==> config.mk <==
export PLATFORM = sky130hd
export DESIGN_NAME = i2c_bit_rate_timing
export DESIGN_NICKNAME = d
export VERILOG_FILES = /design/src/hdl/i2c_timing_pkg.sv /design/src/hdl/i2c_bit_rate_timing.sv /design/src/hdl/i2c_divider_table.sv
export VERILOG_INCLUDE_DIRS = /design/src /design/src/hdl
export SDC_FILE = /design/constraint.sdc
export NUM_CORES = 1
export LEC_CHECK = 0
export ABC_CLOCK_PERIOD_IN_PS = 3260
export BUFFER_PORTS_ARGS = -buffer_cell sky130_fd_sc_hd__buf_2
export CORE_AREA = 2 2 148 114
export DETAILED_ROUTE_END_ITERATION = 10
export DIE_AREA = 0 0 150 116
export HOLD_SLACK_MARGIN = 0.05
export PLACE_DENSITY = 0.51
export SKIP_CTS_REPAIR_TIMING = 1
export SYNTH_ARGS = -nofsm -noshare
export SYNTH_HDL_FRONTEND = slang
export SYNTH_SLANG_ARGS = --single-unit
==> constraint.sdc <==
create_clock -name clk -period 3.26 [get_ports clk]
set_input_delay 0.815 -clock clk [delete_from_list [all_inputs] [get_ports clk]]
set_output_delay 0.815 -clock clk [all_outputs]
set_load 0.05 [all_outputs]
==> src/hdl/i2c_timing_map.svh <==
// Register offsets, field positions and reset values of the bit-rate and hold timing block.
`ifndef I2C_TIMING_MAP_SVH
`define I2C_TIMING_MAP_SVH

// ==========================================================================
// Register byte offsets on the Wishbone bus
`define OFS_BIT_RATE_DIVIDER 8'h00
`define OFS_BUS_COMMAND 8'h04
`define OFS_BUS_STATUS 8'h08

// ==========================================================================
// Field positions
`define RATE_RATE_MULTIPLIER_SELECT_HI 7
`define RATE_RATE_MULTIPLIER_SELECT_LO 6
`define RATE_INDEX_HI 5
`define RATE_INDEX_LO 0
`define CMD_START_BIT 0
`define CMD_STOP_BIT 1
`define CMD_XFER_BIT 2
`define CMD_DATA_BIT 3
`define STAT_BUSY_BIT 0
`define STAT_RXBIT_BIT 1
`define STAT_SCL_BIT 2
`define STAT_SDA_BIT 3

// ==========================================================================
// Reset values and multiplier codes
`define BIT_RATE_DIVIDER_RESET 8'h00
`define RATE_MULTIPLIER_SELECT_CODE_X1 2'h0
`define RATE_MULTIPLIER_SELECT_CODE_X2 2'h1
`define RATE_MULTIPLIER_SELECT_CODE_X4 2'h2
`define PRESCALE_LAST_X1 2'h0
`define PRESCALE_LAST_X2 2'h1
`define PRESCALE_LAST_X4 2'h3

`endif

==> src/hdl/i2c_timing_pkg.sv <==
// Types shared by the bit-rate and hold timing block.
package i2c_timing_pkg;

    // ======================================================================
    // Bus sequencer states, one-hot.
    typedef enum logic [7:0] {
        ST_IDLE = 8'h01,
        ST_START_HOLD = 8'h02,
        ST_LOW_HOLD = 8'h04,
        ST_LOW_REST = 8'h08,
        ST_HIGH = 8'h10,
        ST_STOP_LOW = 8'h20,
        ST_STOP_RISE = 8'h40,
        ST_STOP_HOLD = 8'h80
    } seq_state_t;

    // One lookup entry: SCL divider, SDA hold, SCL start hold, SCL stop hold.
    typedef struct packed {
        logic [11:0] sclDivider;
        logic [11:0] sdaHold;
        logic [11:0] startHold;
        logic [11:0] stopHold;
    } rate_entry_t;

endpackage : i2c_timing_pkg

==> src/hdl/i2c_bit_rate_timing.sv <==
// Bit-rate and hold timing generator for a two-wire serial bus, with a Wishbone register port.
//
// Summary of operation
// - Rate index and multiplier together pick the divider and all three hold values.
// - After each falling SCL edge, SDA changes only after clock period times mul times SDA hold.
// - For a start, SCL stays high after SDA falls for period times mul times start hold.
// - For a stop, SDA is released after SCL rises by period times mul times stop hold.
// - The rate index offers sixty-four SCL frequency choices chosen by software.
//
// Chosen here: the Wishbone slave port and the register offsets.
`timescale 1ns/100ps
`default_nettype none
`include "i2c_timing_map.svh"

module i2c_bit_rate_timing
    import i2c_timing_pkg::*;
(
    // Clock and reset
    input wire logic clk,
    input wire logic resetn,
    // Wishbone slave
    input wire logic wb_cyc_i,
    input wire logic wb_stb_i,
    input wire logic wb_we_i,
    input wire logic [7:0] wb_adr_i,
    input wire logic [3:0] wb_sel_i,
    input wire logic [31:0] wb_dat_i,
    output logic [31:0] wb_dat_o,
    output logic wb_ack_o,
    // Serial clock pin
    input wire logic sclIn,
    output logic sclOut,
    output logic sclOe,
    // Serial data pin
    input wire logic sdaIn,
    output logic sdaOut,
    output logic sdaOe
);

    // ======================================================================
    // Declarations
    logic [7:0] bitRateDivider;
    logic [1:0] rateMultiplierSelect;
    logic [5:0] clockRateIndex;
    rate_entry_t tableEntry;
    rate_entry_t activeEntry;
    logic [1:0] prescaleCount;
    logic [1:0] prescaleLast;
    logic tick;
    logic [11:0] tickCount;
    logic countDone;
    seq_state_t state;
    logic txBit;
    logic rxBit;
    logic busAccess;
    logic writeAccess;
    logic cmdWrite;
    logic [11:0] halfDivider;

    // Address match, shared by the write and read decoders.
    function automatic logic hitsOffset(input logic [7:0] adr, input logic [7:0] ofs);
        hitsOffset = (adr[7:2] == ofs[7:2]);
    endfunction : hitsOffset

    // A count of zero would stall the sequencer, so it is raised to one tick.
    function automatic logic [11:0] atLeastOne(input logic [11:0] value);
        atLeastOne = (value == 12'h000) ? 12'h001 : value;
    endfunction : atLeastOne

    assign rateMultiplierSelect = bitRateDivider[`RATE_RATE_MULTIPLIER_SELECT_HI:`RATE_RATE_MULTIPLIER_SELECT_LO];
    assign clockRateIndex = bitRateDivider[`RATE_INDEX_HI:`RATE_INDEX_LO];

    // ======================================================================
    // Wishbone decode: one new request per ack, ack drops the cycle after.
    assign busAccess = wb_cyc_i && wb_stb_i && !wb_ack_o;
    assign writeAccess = busAccess && wb_we_i && wb_sel_i[0];
    assign cmdWrite = writeAccess && hitsOffset(wb_adr_i, `OFS_BUS_COMMAND);

    // Answer every access, mapped or not, one cycle after it is seen.
    always_ff @(posedge clk or negedge resetn) begin
        if (!resetn) begin
            wb_ack_o <= 1'b0;
        end else begin
            wb_ack_o <= busAccess;
        end
    end

    // Rate register; index and multiplier are both software visible.
    always_ff @(posedge clk or negedge resetn) begin
        if (!resetn) begin
            bitRateDivider <= `BIT_RATE_DIVIDER_RESET;
        end else if (writeAccess && hitsOffset(wb_adr_i, `OFS_BIT_RATE_DIVIDER)) begin
            bitRateDivider <= wb_dat_i[7:0];
        end
    end

    // Read data; unmapped offsets and unused bits read as zero.
    always_ff @(posedge clk or negedge resetn) begin
        if (!resetn) begin
            wb_dat_o <= 32'h0000_0000;
        end else if (busAccess && !wb_we_i) begin
            wb_dat_o <= 32'h0000_0000;
            if (hitsOffset(wb_adr_i, `OFS_BIT_RATE_DIVIDER)) begin
                wb_dat_o[7:0] <= bitRateDivider;
            end else if (hitsOffset(wb_adr_i, `OFS_BUS_STATUS)) begin
                wb_dat_o[`STAT_BUSY_BIT] <= (state != ST_IDLE);
                wb_dat_o[`STAT_RXBIT_BIT] <= rxBit;
                wb_dat_o[`STAT_SCL_BIT] <= sclIn;
                wb_dat_o[`STAT_SDA_BIT] <= sdaIn;
            end
        end
    end

    // ======================================================================
    // Lookup of divider and hold values.
    i2c_divider_table rateTable (
        .clockRateIndex(clockRateIndex),
        .entry(tableEntry)
    );

    // Registered copy of the entry, so table depth never sits in the counter path.
    always_ff @(posedge clk or negedge resetn) begin
        if (!resetn) begin
            activeEntry <= 48'h000_000_000_000;
        end else begin
            activeEntry <= tableEntry;
        end
    end

    assign halfDivider = {1'b0, activeEntry.sclDivider[11:1]};

    // ======================================================================
    // Multiplier prescaler: one tick every 1, 2 or 4 clocks. The reserved
    // code is run as a multiplier of one rather than freezing the bus.
    always_comb begin
        case (rateMultiplierSelect)
            `RATE_MULTIPLIER_SELECT_CODE_X2: prescaleLast = `PRESCALE_LAST_X2;
            `RATE_MULTIPLIER_SELECT_CODE_X4: prescaleLast = `PRESCALE_LAST_X4;
            default: prescaleLast = `PRESCALE_LAST_X1;
        endcase
    end

    assign tick = (prescaleCount >= prescaleLast);

    // Prescaler counter, restarted with each sequencer step for exact spacing.
    always_ff @(posedge clk or negedge resetn) begin
        if (!resetn) begin
            prescaleCount <= 2'h0;
        end else if (tick || state == ST_IDLE) begin
            prescaleCount <= 2'h0;
        end else begin
            prescaleCount <= prescaleCount + 2'h1;
        end
    end

    assign countDone = tick && (tickCount == 12'h001);

    // ======================================================================
    // Bus sequencer. Every wait is a count of ticks, so each hold time is
    // clock period times multiplier times the table value. A bit takes
    // SDA hold plus the rest of the low half plus the high half, which is
    // the full divider. Clock stretching by a slave is not observed.
    always_ff @(posedge clk or negedge resetn) begin
        if (!resetn) begin
            state <= ST_IDLE;
            tickCount <= 12'h001;
            sclOe <= 1'b0;
            sdaOe <= 1'b0;
            txBit <= 1'b1;
        end else begin
            case (state)
                ST_IDLE: begin
                    if (cmdWrite && wb_dat_i[`CMD_START_BIT]) begin
                        sdaOe <= 1'b1;
                        tickCount <= atLeastOne(activeEntry.startHold);
                        state <= ST_START_HOLD;
                    end else if (cmdWrite && wb_dat_i[`CMD_STOP_BIT]) begin
                        tickCount <= atLeastOne(activeEntry.sdaHold);
                        state <= ST_STOP_LOW;
                    end else if (cmdWrite && wb_dat_i[`CMD_XFER_BIT]) begin
                        txBit <= wb_dat_i[`CMD_DATA_BIT];
                        tickCount <= atLeastOne(activeEntry.sdaHold);
                        state <= ST_LOW_HOLD;
                    end
                end
                ST_START_HOLD: begin
                    if (countDone) begin
                        sclOe <= 1'b1;
                        state <= ST_IDLE;
                    end else if (tick) begin
                        tickCount <= tickCount - 12'h001;
                    end
                end
                ST_LOW_HOLD: begin
                    if (countDone) begin
                        sdaOe <= !txBit;
                        tickCount <= atLeastOne(halfDivider - activeEntry.sdaHold);
                        state <= ST_LOW_REST;
                    end else if (tick) begin
                        tickCount <= tickCount - 12'h001;
                    end
                end
                ST_LOW_REST: begin
                    if (countDone) begin
                        sclOe <= 1'b0;
                        tickCount <= atLeastOne(halfDivider);
                        state <= ST_HIGH;
                    end else if (tick) begin
                        tickCount <= tickCount - 12'h001;
                    end
                end
                ST_HIGH: begin
                    if (countDone) begin
                        sclOe <= 1'b1;
                        state <= ST_IDLE;
                    end else if (tick) begin
                        tickCount <= tickCount - 12'h001;
                    end
                end
                ST_STOP_LOW: begin
                    if (countDone) begin
                        sdaOe <= 1'b1;
                        tickCount <= atLeastOne(halfDivider - activeEntry.sdaHold);
                        state <= ST_STOP_RISE;
                    end else if (tick) begin
                        tickCount <= tickCount - 12'h001;
                    end
                end
                ST_STOP_RISE: begin
                    if (countDone) begin
                        sclOe <= 1'b0;
                        tickCount <= atLeastOne(activeEntry.stopHold);
                        state <= ST_STOP_HOLD;
                    end else if (tick) begin
                        tickCount <= tickCount - 12'h001;
                    end
                end
                ST_STOP_HOLD: begin
                    if (countDone) begin
                        sdaOe <= 1'b0;
                        state <= ST_IDLE;
                    end else if (tick) begin
                        tickCount <= tickCount - 12'h001;
                    end
                end
                default: begin
                    state <= ST_IDLE;
                end
            endcase
        end
    end

    // Received bit, sampled at the end of the high half just before SCL falls.
    always_ff @(posedge clk or negedge resetn) begin
        if (!resetn) begin
            rxBit <= 1'b0;
        end else if (state == ST_HIGH && countDone) begin
            rxBit <= sdaIn;
        end
    end

    // Open-drain pins only ever pull low; the level is set by the enable.
    always_ff @(posedge clk or negedge resetn) begin
        if (!resetn) begin
            sclOut <= 1'b0;
            sdaOut <= 1'b0;
        end else begin
            sclOut <= 1'b0;
            sdaOut <= 1'b0;
        end
    end

endmodule : i2c_bit_rate_timing

`default_nettype wire

==> src/hdl/i2c_divider_table.sv <==
// Fixed SCL divider and hold value table, indexed by the clock-rate index.
`timescale 1ns/100ps
`default_nettype none

module i2c_divider_table
    import i2c_timing_pkg::*;
(
    // Index in
    input wire logic [5:0] clockRateIndex,
    // Entry out
    output rate_entry_t entry
);

    // ======================================================================
    // Purely combinational so that a new index takes effect on the next clock.
    always_comb begin
        case (clockRateIndex)
            6'h00: entry = 48'h014_007_006_00b;
            6'h01: entry = 48'h016_007_007_00c;
            6'h02: entry = 48'h018_008_008_00d;
            6'h03: entry = 48'h01a_008_009_00e;
            6'h04: entry = 48'h01c_009_00a_00f;
            6'h05: entry = 48'h01e_009_00b_010;
            6'h06: entry = 48'h022_00a_00d_012;
            6'h07: entry = 48'h028_00a_010_015;
            6'h08: entry = 48'h01c_007_00a_00f;
            6'h09: entry = 48'h020_007_00c_011;
            6'h0a: entry = 48'h024_009_00e_013;
            6'h0b: entry = 48'h028_009_010_015;
            6'h0c: entry = 48'h02c_00b_012_017;
            6'h0d: entry = 48'h030_00b_014_019;
            6'h0e: entry = 48'h038_00d_018_01d;
            6'h0f: entry = 48'h044_00d_01e_023;
            6'h10: entry = 48'h030_009_012_019;
            6'h11: entry = 48'h038_009_016_01d;
            6'h12: entry = 48'h040_00d_01a_021;
            6'h13: entry = 48'h048_00d_01e_025;
            6'h14: entry = 48'h050_011_022_029;
            6'h15: entry = 48'h058_011_026_02d;
            6'h16: entry = 48'h068_015_02e_035;
            6'h17: entry = 48'h080_015_03a_041;
            6'h18: entry = 48'h050_009_026_029;
            6'h19: entry = 48'h060_009_02e_031;
            6'h1a: entry = 48'h070_011_036_039;
            6'h1b: entry = 48'h080_011_03e_041;
            6'h1c: entry = 48'h090_019_046_049;
            6'h1d: entry = 48'h0a0_019_04e_051;
            6'h1e: entry = 48'h0c0_021_05e_061;
            6'h1f: entry = 48'h0f0_021_076_079;
            6'h20: entry = 48'h0a0_011_04e_051;
            6'h21: entry = 48'h0c0_011_05e_061;
            6'h22: entry = 48'h0e0_021_06e_071;
            6'h23: entry = 48'h100_021_07e_081;
            6'h24: entry = 48'h120_031_08e_091;
            6'h25: entry = 48'h140_031_09e_0a1;
            6'h26: entry = 48'h180_041_0be_0c1;
            6'h27: entry = 48'h1e0_041_0ee_0f1;
            6'h28: entry = 48'h140_021_09e_0a1;
            6'h29: entry = 48'h180_021_0be_0c1;
            6'h2a: entry = 48'h1c0_041_0de_0e1;
            6'h2b: entry = 48'h200_041_0fe_101;
            6'h2c: entry = 48'h240_061_11e_121;
            6'h2d: entry = 48'h280_061_13e_141;
            6'h2e: entry = 48'h300_081_17e_181;
            6'h2f: entry = 48'h3c0_081_1de_1e1;
            6'h30: entry = 48'h280_041_13e_141;
            6'h31: entry = 48'h300_041_17e_181;
            6'h32: entry = 48'h380_081_1be_1c1;
            6'h33: entry = 48'h400_081_1fe_201;
            6'h34: entry = 48'h480_0c1_23e_241;
            6'h35: entry = 48'h500_0c1_27e_281;
            6'h36: entry = 48'h600_101_2fe_301;
            6'h37: entry = 48'h780_101_3be_3c1;
            6'h38: entry = 48'h500_081_27e_281;
            6'h39: entry = 48'h600_081_2fe_301;
            6'h3a: entry = 48'h700_101_37e_381;
            6'h3b: entry = 48'h800_101_3fe_401;
            6'h3c: entry = 48'h900_181_47e_481;
            6'h3d: entry = 48'ha00_181_4fe_501;
            6'h3e: entry = 48'hc00_201_5fe_601;
            6'h3f: entry = 48'hf00_201_77e_781;
            default: entry = 48'h014_007_006_00b;
        endcase
    end

endmodule : i2c_divider_table

`default_nettype wire

# --- Word-level counts from Yosys, hierarchy flattened ---
# Memory sizes are Yosys's and may differ from the RTL's. A register that Yosys moved wholly into a read port is not among the register bits.
# Cells that the tools add are included.
totals:
  ff_bits: 79
  mem_bits_ro: 2752
  inputBits: 51
  out_inout_bits: 37
  wordCells: 114
  n_memories: 1
classes:
  addsub: 3
  magnitude_cmp: 1
  eq_ne: 25
  mux: 34
  bitwise_logic: 2
  reduce_logical: 35
memory_table:
  columns: ["memory", "depth", "width", "read_ports", "rd_clocked_by_memory_dff", "wr", "line", "text"]
  rows:
  - ["(no name shown)", 64, 43, 1, 1, 0, "i2c_divider_table.sv:17", "case (clockRateIndex)"]
op_table:
  columns: ["op", "count"]
  rows:
  - ["12-bit 2-to-1 mux", 12]
  - ["8-bit 2-to-1 mux", 8]
  - ["12-bit zero test", 5]
  - ["12-bit case mux with 5 select lines", 1]
  - ["8-bit case mux with 6 select lines", 1]
  - ["12-bit by 1-bit == test with 1-bit output, second input constant", 1]
  - ["1-bit logical AND", 12]
  - ["4-bit 2-to-1 mux", 3]
  - ["2-bit != test, second input constant", 6]
  - ["11-bit by 12-bit subtractor with 12-bit output", 1]
  - ["12-bit by 1-bit subtractor with 12-bit output, second input constant", 1]
  - ["11-bit 2-to-1 mux", 1]
  - ["8-bit by 1-bit == test with 1-bit output, second input constant", 1]
  - ["8-bit by 2-bit == test with 1-bit output, second input constant", 1]
  - ["8-bit by 3-bit == test with 1-bit output, second input constant", 1]
  - ["8-bit by 4-bit == test with 1-bit output, second input constant", 1]
  - ["8-bit by 5-bit == test with 1-bit output, second input constant", 1]
  - ["8-bit by 6-bit == test with 1-bit output, second input constant", 1]
  - ["8-bit by 7-bit == test with 1-bit output, second input constant", 1]
  - ["8-bit == test, second input constant", 1]
  - ["2-bit by 1-bit != test with 1-bit output, second input constant", 4]
  - ["8-bit by 1-bit != test with 1-bit output, second input constant", 1]
  - ["6-bit by 1-bit == test with 1-bit output, second input constant", 1]
  - ["6-bit by 2-bit == test with 1-bit output, second input constant", 1]
  - ["23 further kinds", 33]

# --- Logic depth before layout (Yosys ltp) ---
# Gate-level depths: netlist of run 1.
logic_depth:
  word_depth: 10
  mapped_depth: 12

# --- Cells and area by module ---
# From an unflattened synthesis of run 1, not the netlist that was laid out.
hier_totals:
  cells_unflattened: 693
  area_unflattened_um2: 6118.4
by_module_without_submodules:
  columns: ["module", "instances", "cells_each", "area_each_um2", "seq_area_each_um2"]
  rows:
  - ["i2c_bit_rate_timing", 1, 517, 4999.8, 2255.9]
  - ["i2c_divider_table", 1, 176, 1118.6, 0.0]

# --- Worst setup path after synthesis of run 1 ---
# No wires, ideal clock.
synth_timing:
  path_kind: "input port to flip-flop"
  start: "input wb_adr_i[5]"
  end: "register tickCount[6]"
  setup_time_ns: 0.124
  t_arrival_ns: 2.748
  setup_slack_ns: 0.389
  cell_stages: 8
  n_path_buf: 2
  path_cell_list: "or4_4 -> or4_4 -> or2_1 -> buf_6 -> buf_6 -> mux2_1 -> a21oi_1 -> a2bb2oi_1"
synth_via:
  elab_chain_cells: 6
synth_rtl:
  columns: ["element", "line", "text"]
  rows:
  - ["from (decl)", "i2c_bit_rate_timing.sv:25", "input wire logic [7:0] wb_adr_i,"]
  - ["6-bit by 1-bit == test with 1-bit output (*)", "i2c_bit_rate_timing.sv:62", "hitsOffset = (adr[7:2] == ofs[7:2]);"]
  - ["1-bit logical AND (*)", "i2c_bit_rate_timing.sv:77", "assign cmdWrite = writeAccess && hitsOffset(wb_adr_i, `OFS_BUS_COMMAND);"]
  - ["1-bit logical AND", "i2c_bit_rate_timing.sv:177", "end else if (cmdWrite && wb_dat_i[`CMD_STOP_BIT]) begin"]
  - ["12-bit 2-to-1 mux", "i2c_bit_rate_timing.sv:177", null]
  - ["12-bit 2-to-1 mux", "i2c_bit_rate_timing.sv:173", "if (cmdWrite && wb_dat_i[`CMD_START_BIT]) begin"]
  - ["12-bit case mux with 5 select lines", "i2c_bit_rate_timing.sv:171", "case (state)"]
  - ["to (signal assigned)", "i2c_bit_rate_timing.sv:175", "tickCount <= atLeastOne(activeEntry.startHold);"]
  - ["to (signal assigned)", "i2c_bit_rate_timing.sv:178", "tickCount <= atLeastOne(activeEntry.sdaHold);"]
  - ["to (signal assigned)", "i2c_bit_rate_timing.sv:182", "tickCount <= atLeastOne(activeEntry.sdaHold);"]
  - ["to (decl)", "i2c_bit_rate_timing.sv:50", "logic [11:0] tickCount;"]
# Every way passes the cells marked *; elsewhere a longest branch is shown, timed or not.
# A chain may end at the register's enable or synchronous reset.

# --- Worst setup path after layout of run 1 ---
layout_timing:
  start: "register bitRateDivider[6]"
  end: "register tickCount[3]"
layout_via:
  elab_chain_cells: 6
layout_rtl:
  columns: ["element", "line", "text"]
  rows:
  - ["from (decl)", "i2c_bit_rate_timing.sv:42", "logic [7:0] bitRateDivider;"]
  - ["from (signal assigned)", "i2c_bit_rate_timing.sv:91", "bitRateDivider <= `BIT_RATE_DIVIDER_RESET;"]
  - ["from (signal assigned)", "i2c_bit_rate_timing.sv:93", "bitRateDivider <= wb_dat_i[7:0];"]
  - ["2-bit == test / 2-bit by 1-bit == test with 1-bit output (equally long branches)", "i2c_bit_rate_timing.sv:136", "case (rateMultiplierSelect)"]
  - ["2-bit case mux with 2 select lines (*)", "i2c_bit_rate_timing.sv:136", null]
  - ["2-bit >= comparator (*)", "i2c_bit_rate_timing.sv:143", "assign tick = (prescaleCount >= prescaleLast);"]
  - ["12-bit 2-to-1 mux / 1-bit logical AND (equally long branches)", null, null]
  - ["12-bit 2-to-1 mux (tied with other cells)", null, null]
  - ["12-bit case mux with 5 select lines / 3-bit AND reduction (equally long branches)", null, null]
# Every way passes the cells marked *; elsewhere a longest branch is shown, timed or not. The select of a mux whose other input is x is not followed.

==> impl_metrics.csv, run 1 <==
group,metric,value,unit
sta,rsz0062_at_grt,"false",
logic_synthesis,synthCells,646,
floorplan,ioPinCount,88,
logic_synthesis,synth_cell_types,76,
worst_setup_path,end_kind,"flip-flop",
logic_synthesis,ys.flop_type,"dfrtp_1",
clocking,clkTransAtPathRegs,0.06,ns
logic_synthesis,yosys_warnings,0,
route,first_pass_iters,6,
layout,nets,749,
floorplan,initial_core_util,0.346,
sta,finalSetupTns,0,ns
pwr,p_switching,1.06,mW
route,drt_iter0_drc,408,
sta,period_share,0.874,
flow_run,cap_violations,0,
worst_setup_path,required,3.48,ns
logic_synthesis,synthMuxAreaShare,0.0311,
sta,drv_slew,0,
route,drc,0,
worst_setup_path,critPathArrivalTime,3.07,ns
hold_path,hp-start,"prescaleCount[0]",
logic_synthesis,synthTopCellsByCount,"dfrtp_1, nor2_1, nand2_1, o21ai_0, a21oi_1",
layout,drive_gt1_frac,0.147,
sta,setup_viol,0,
route,wl_per_cell,18.3,µm
clocking,tritoncts,"yes",
pwr,comb_power_share,0.283,
logic_synthesis,async_flop_share,1.00,
pwr,power_leakage,2.70,nW
pwr,pwr-share-seq,0.378,
pwr,switching_share,0.348,
pwr,fin_total_pwr,3.06,mW
clocking,root_buffer,"clkbuf_16",
hold_path,hold_path.class,"flip-flop to flip-flop",
layout,nFillCells,1616,
floorplan,die-width,150,µm
pwr,power_frac_clock,0.339,
worst_setup_path,start_kind,"flip-flop",
route,routed_wl,16300,µm
pwr,intPower,1.99,mW
route,vias,4933,
placement,io_buffers,32,
clocking,htreeDepth,3,
logic_synthesis,syn_area_per_cell,8.46,µm²
worst_setup_path,criticalPathCategory,"flip-flop to flip-flop",
logic_synthesis,synth-edff-count,0,
grt,grt_remaining_overflow,0,
pwr,pwr_density_cell,500,nW/µm²
placement,place_congestion,0.930,
sta,worst_slew_pin_slew,0.960,ns
grt,antenna_found_initial,0,
route,viasPerCell,5.54,
grt,grt_pass1_wl,26100,µm
grt,grt.total_usage,0.195,
layout,n_antenna_cell,0,
sta,fin_worst_skew,0.00970,ns
logic_synthesis,synth_compound_area_frac,0.235,
logic_synthesis,synthSimpleGateAreaFrac,0.203,
logic_synthesis,ys_seq_area_frac,0.362,
placement,hpwl,12400,µm
worst_setup_path,path_max_fanout,19,
clocking,cts_buffers,9,
logic_synthesis,yosys-top-cells-area,"dfrtp_1, ha_1, nor2_1",
logic_synthesis,yosysMostFrequentCell,"dfrtp_1",
grt,grt_pass1_vias,4580,
logic_synthesis,synthXorXnorAreaFrac,0.0272,
worst_setup_path,regToRegSetupSlack,0.41,ns
clocking,cts_sinks,79,
grt,grt_max_degree,49,
sta,fmaxAchievable,351,MHz
clocking,clock_latency,0.34,ns
logic_synthesis,synth-seq-cells,79,
sta,period_minus_slack,2.85,ns
logic_synthesis,synth_top_family_by_area,"compound AO/OA/AOI/OAI gates",
sta,slew_headroom,0.360,
route,ant_nets,0,
logic_synthesis,yosys.area.top_type_share,0.348,
sta,holdWs,0.483,ns
worst_setup_path,crit_start,"bitRateDivider[6]",
pwr,ir_worst_vdd,0.313,mV
floorplan,core_area,15800,µm²
sta,finalHoldViolations,0,
layout,area_delta_synth_final,11.9,%
logic_synthesis,netlist_area,5470,µm²
status,status,"completed",
floorplan,die_area,17400,µm²
floorplan,die_h,116,µm
logic_synthesis,synth_top_area_cell,"dfrtp_1",
logic_synthesis,synth-adder-area-share,0.0517,
floorplan,row_count,40,
clocking,clockBufferDepth,2,
worst_setup_path,r2r-start,"bitRateDivider[6]",
placed cells by master (no fill, tap or decap), types with 9 or more instances in the layout:
cell type,synthesis,layout
nor3_1,10,10
a31oi_1,9,9
o21ai_0,46,46
nor4_1,14,13
conb_1,1,26
inv_1,35,35
dfrtp_1,76,76
nor2_1,62,62
buf_2,4,31
ha_1,21,21
nand2_1,55,55
a21oi_1,45,45
buf_4,27,21
clkbuf_16,0,9
xnor2_1,10,10
o21ai_1,11,11
nand3_1,20,20
final cells by class:
class	instances	area (µm²)	share of cell area
Clock buffer	11	243	0.0397
Tap cell	210	263	0.0430
Inverter	38	143	0.0233
Multi-Input combinational cell	495	3100	0.507
Sequential cell	79	1980	0.324
Clock inverter	5	56.3	0.00920
Timing Repair Buffer	53	333	0.0544
flip-flops by register name, summed over array words and instances, names as in the netlist:
name            count
activeEntry        36
bitRateDivider      8
prescaleCount       2
rxBit               1
sclOe               1
sdaOe               1
state               8
tickCount          12
txBit               1
wb_ack_o            1
wb_dat_o            8
logic make-up (layout without fill, tap and decap cells):
logic type,Yosys count,after routing
AO/OA/AOI/OAI,195,195
XOR/XNOR,17,17
adder cells (fa/ha/maj),22,22
buffers and inverters,97,107
flip-flops,79,79
multiplexers,16,16
other,1,26
AND/OR/NAND/NOR,219,219
critical path, cell delays in order (launching register included):
cell	delay, ns
dfrtp_1	0.35
inv_1	0.08
ha_1	0.29
inv_1	0.04
ha_1	0.26
nand2b_1	0.09
a21o_1	0.30
a31oi_1	0.23
o31ai_4	0.33
buf_4	0.30
buf_4	0.19
a21oi_1	0.04
o21ai_0	0.16
a21oi_1	0.06
power groups by stage:
stage | registers, mW | logic [mW] | clock network, mW
3_3_place_gp | 1.17 | 0.840 | 0
6_report | 1.16 | 0.866 | 1.03
2_1_floorplan | 1.15 | 0.637 | 0
3_5_place_dp | 1.17 | 0.848 | 0
4_1_cts | 1.15 | 0.855 | 1.05
5_1_grt | 1.16 | 0.957 | 1.09
worst paths after layout:
check                                   endpoint  cells after the start
worst max-delay path                tickCount[3]                     13
min in group asynchronous       prescaleCount[0]                      1
max in group asynchronous        activeEntry[45]                      2
worst max register to register      tickCount[3]                     13
worst min-delay path            prescaleCount[0]                      1
worst min register to register  prescaleCount[0]                      1
metrics by stage:
stage                util  area (µm²)  setup slack [ns]  std cells
detailed placement  0.368        5820            0.0896        875
global route        0.387        6120             0.233        891
finish              0.387        6120             0.409        891
CTS                 0.387        6120             0.398        891
global placement    0.368        5820            0.0859        875
floorplan               -        5560             0.389        671
metal layers:
metal | GRT usage | wire [µm]
met1 | 0.308 | 8340
met2 | 0.272 | 6750
met3 | 0.0319 | 1070
met4 | 0.0465 | 182
met5 | 0 | 0
Power figures use the tool's default switching activity.
==> inputs of run 2 (changes only) <==
--- a/config.mk
+++ b/config.mk
@@ -8,11 +8,13 @@
 export LEC_CHECK = 0
 export ABC_CLOCK_PERIOD_IN_PS = 3260
 export BUFFER_PORTS_ARGS = -buffer_cell sky130_fd_sc_hd__buf_2
+export CELL_PAD_IN_SITES_DETAIL_PLACEMENT = 0
+export CELL_PAD_IN_SITES_GLOBAL_PLACEMENT = 1
 export CORE_AREA = 2 2 148 114
 export DETAILED_ROUTE_END_ITERATION = 10
 export DIE_AREA = 0 0 150 116
 export HOLD_SLACK_MARGIN = 0.05
-export PLACE_DENSITY = 0.51
+export PLACE_DENSITY = 0.65
 export SKIP_CTS_REPAIR_TIMING = 1
 export SYNTH_ARGS = -nofsm -noshare
 export SYNTH_HDL_FRONTEND = slang
==> impl_metrics.csv, run 2 (synthesized netlist as in run 1, its figures left out) <==
group,metric,value,unit
status,status,"completed",
clocking,tritoncts,"yes",
clocking,cts_buffers,9,
floorplan,die_h,116,µm
sta,fmaxAchievable,326,MHz
sta,finalHoldViolations,0,
grt,grt.total_usage,0.194,
layout,seq_area,1980,µm²
grt,gr-usage-met1,0.302,
route,routed_wl,16100,µm
grt,use_met2,0.266,
grt,grt_max_degree,46,
layout,drive_gt1_frac,0.153,
route,viasPerCell,5.41,
grt,grt_pass1_wl,25800,µm
pwr,comb_power_share,0.278,
layout,top_regs,"activeEntry: 36 flops, tickCount: 12 flops",
pwr,p_switching,1.05,mW
worst_setup_path,critPathArrivalTime,3.30,ns
sta,period_minus_slack,3.07,ns
worst_setup_path,worst_path_max_delay_cell,"a2111oi_0",
sta,period_share,0.940,
pwr,switching_share,0.342,
placement,hpwl,12700,µm
worst_setup_path,required,3.49,ns
layout,nets,753,
sta,fin_worst_skew,0.00805,ns
pwr,ir_worst_vdd,0.246,mV
floorplan,initial_core_util,0.346,
layout,layout_common_cells,"dfrtp_1, nor2_1, nand2_1",
flow_run,cap_violations,0,
grt,grt_remaining_overflow,0,
worst_setup_path,path_max_fanout,5,
layout,top_register,"activeEntry",
route,wl_per_cell,18.0,µm
worst_setup_path,worstPathCellList,"buf_2 > or4_4 > or4_4 > o21ai_1 > buf_4 > o31ai_4 > a2111oi_0 > buf_4 > a21oi_1 > o31ai_1",
grt,antenna_found_initial,0,
grt,grt_pass1_vias,4544,
sta,holdWs,0.464,ns
grt,busiest_layer,"met1",
pwr,power_frac_clock,0.343,
worst_setup_path,max_stage_delay,0.65,ns
layout,mostFrequentLayoutCell,"dfrtp_1",
layout,multiInputGateArea,3100,µm²
sta,setup_viol,0,
clocking,clock_latency,0.33,ns
hold_path,hold_path.class,"primary input to async pin",
clocking,cts_sinks,79,
route,first_pass_iters,5,
pwr,pwr_density_cell,498,nW/µm²
pwr,pwr-share-seq,0.379,
worst_setup_path,end_kind,"flip-flop",
sta,rsz0062_at_grt,"false",
sta,slew_headroom,0.488,
floorplan,die-width,150,µm
sta,drv_slew,0,
worst_setup_path,start_kind,"primary input",
pwr,power_leakage,2.73,nW
pwr,intPower,2.02,mW
clocking,clockBufferDepth,2,
floorplan,ioPinCount,88,
clocking,clkTransAtPathRegs,0.06,ns
route,vias,4841,
layout,n_antenna_cell,0,
floorplan,core_area,15800,µm²
route,drt_iter0_drc,319,
route,ant_nets,0,
route,drc,0,
layout,area_delta_synth_final,12.5,%
layout,nFillCells,1659,
worst_setup_path,criticalPathCategory,"primary input to flip-flop",
placement,io_buffers,32,
grt,grt.met3_usage,0.0413,
layout,utilization,0.389,
placement,place_congestion,0.882,
clocking,htreeDepth,3,
layout,largest_register_ffs,36,
sta,worst_slew_pin_slew,0.749,ns
floorplan,die_area,17400,µm²
clocking,root_buffer,"clkbuf_16",
floorplan,row_count,40,
## run 2: cell count changes in the layout (fill, tap and decap cells not counted), sizes merged
cell      before  now
buf           53   57
clkinv         3    2
clkinvlp       1    0
inv           38   40
## run 2: final cells by class
type / count / share of cell area
clock inverters: 5 / 0.00997
flip-flops and latches: 79 / 0.322
repair buffers: 57 / 0.0570
inverters: 38 / 0.0232
multi-input cells: 495 / 0.504
clock buffers: 11 / 0.0411
well taps: 210 / 0.0427
## run 2: power groups by stage
stage	Clock [mW]	Combinational [mW]	Sequential [mW]
2_1_floorplan	0	0.637	1.15
3_3_place_gp	0	0.836	1.17
3_5_place_dp	0	0.836	1.17
4_1_cts	1.07	0.845	1.16
5_1_grt	1.12	0.946	1.17
6_report	1.05	0.850	1.16
## run 2: through the flow
stage | total power [mW] | setup WS (ns) | TNS (ns) | cells | cell area [µm²]
after detailed placement | 2.01 | -0.139 | -0.139 | 879 | 5840
after global routing | 3.24 | 0.0369 | 0 | 895 | 6150
final | 3.06 | 0.194 | 0 | 895 | 6150
after CTS | 3.08 | 0.197 | 0 | 895 | 6150
after floorplan | 1.79 | 0.389 | 0 | 671 | 5560
after global placement | 2.01 | -0.171 | -0.171 | 879 | 5840
## run 2: critical path, delay by kind of cell
kind | cells | cell delay [ns]
AOI/OAI and AO/OA | 5 | 1.02
buffers and inverters | 3 | 0.47
and+or+nand+nor | 2 | 0.99
## run 2: metal layers
metal,wire (µm),share of wire
met1,8490,0.53
met2,6590,0.41
met3,792,0.049
met4,238,0.015
met5,0,0
## run 2: final timing paths
kind / start / end / slack (ns) / cells past startpoint
hold / removal: resetn / state[4] / 0.46 / 1
setup / recovery: wb_adr_i[5] / tickCount[0] / 0.19 / 10
max in group asynchronous: resetn / txBit / 2.07 / 2
setup reg to reg: bitRateDivider[7] / tickCount[0] / 0.37 / 11
hold reg to reg: wb_dat_o[3] / wb_dat_o[3] / 0.48 / 2
min in group clk: wb_dat_o[3] / wb_dat_o[3] / 0.48 / 2
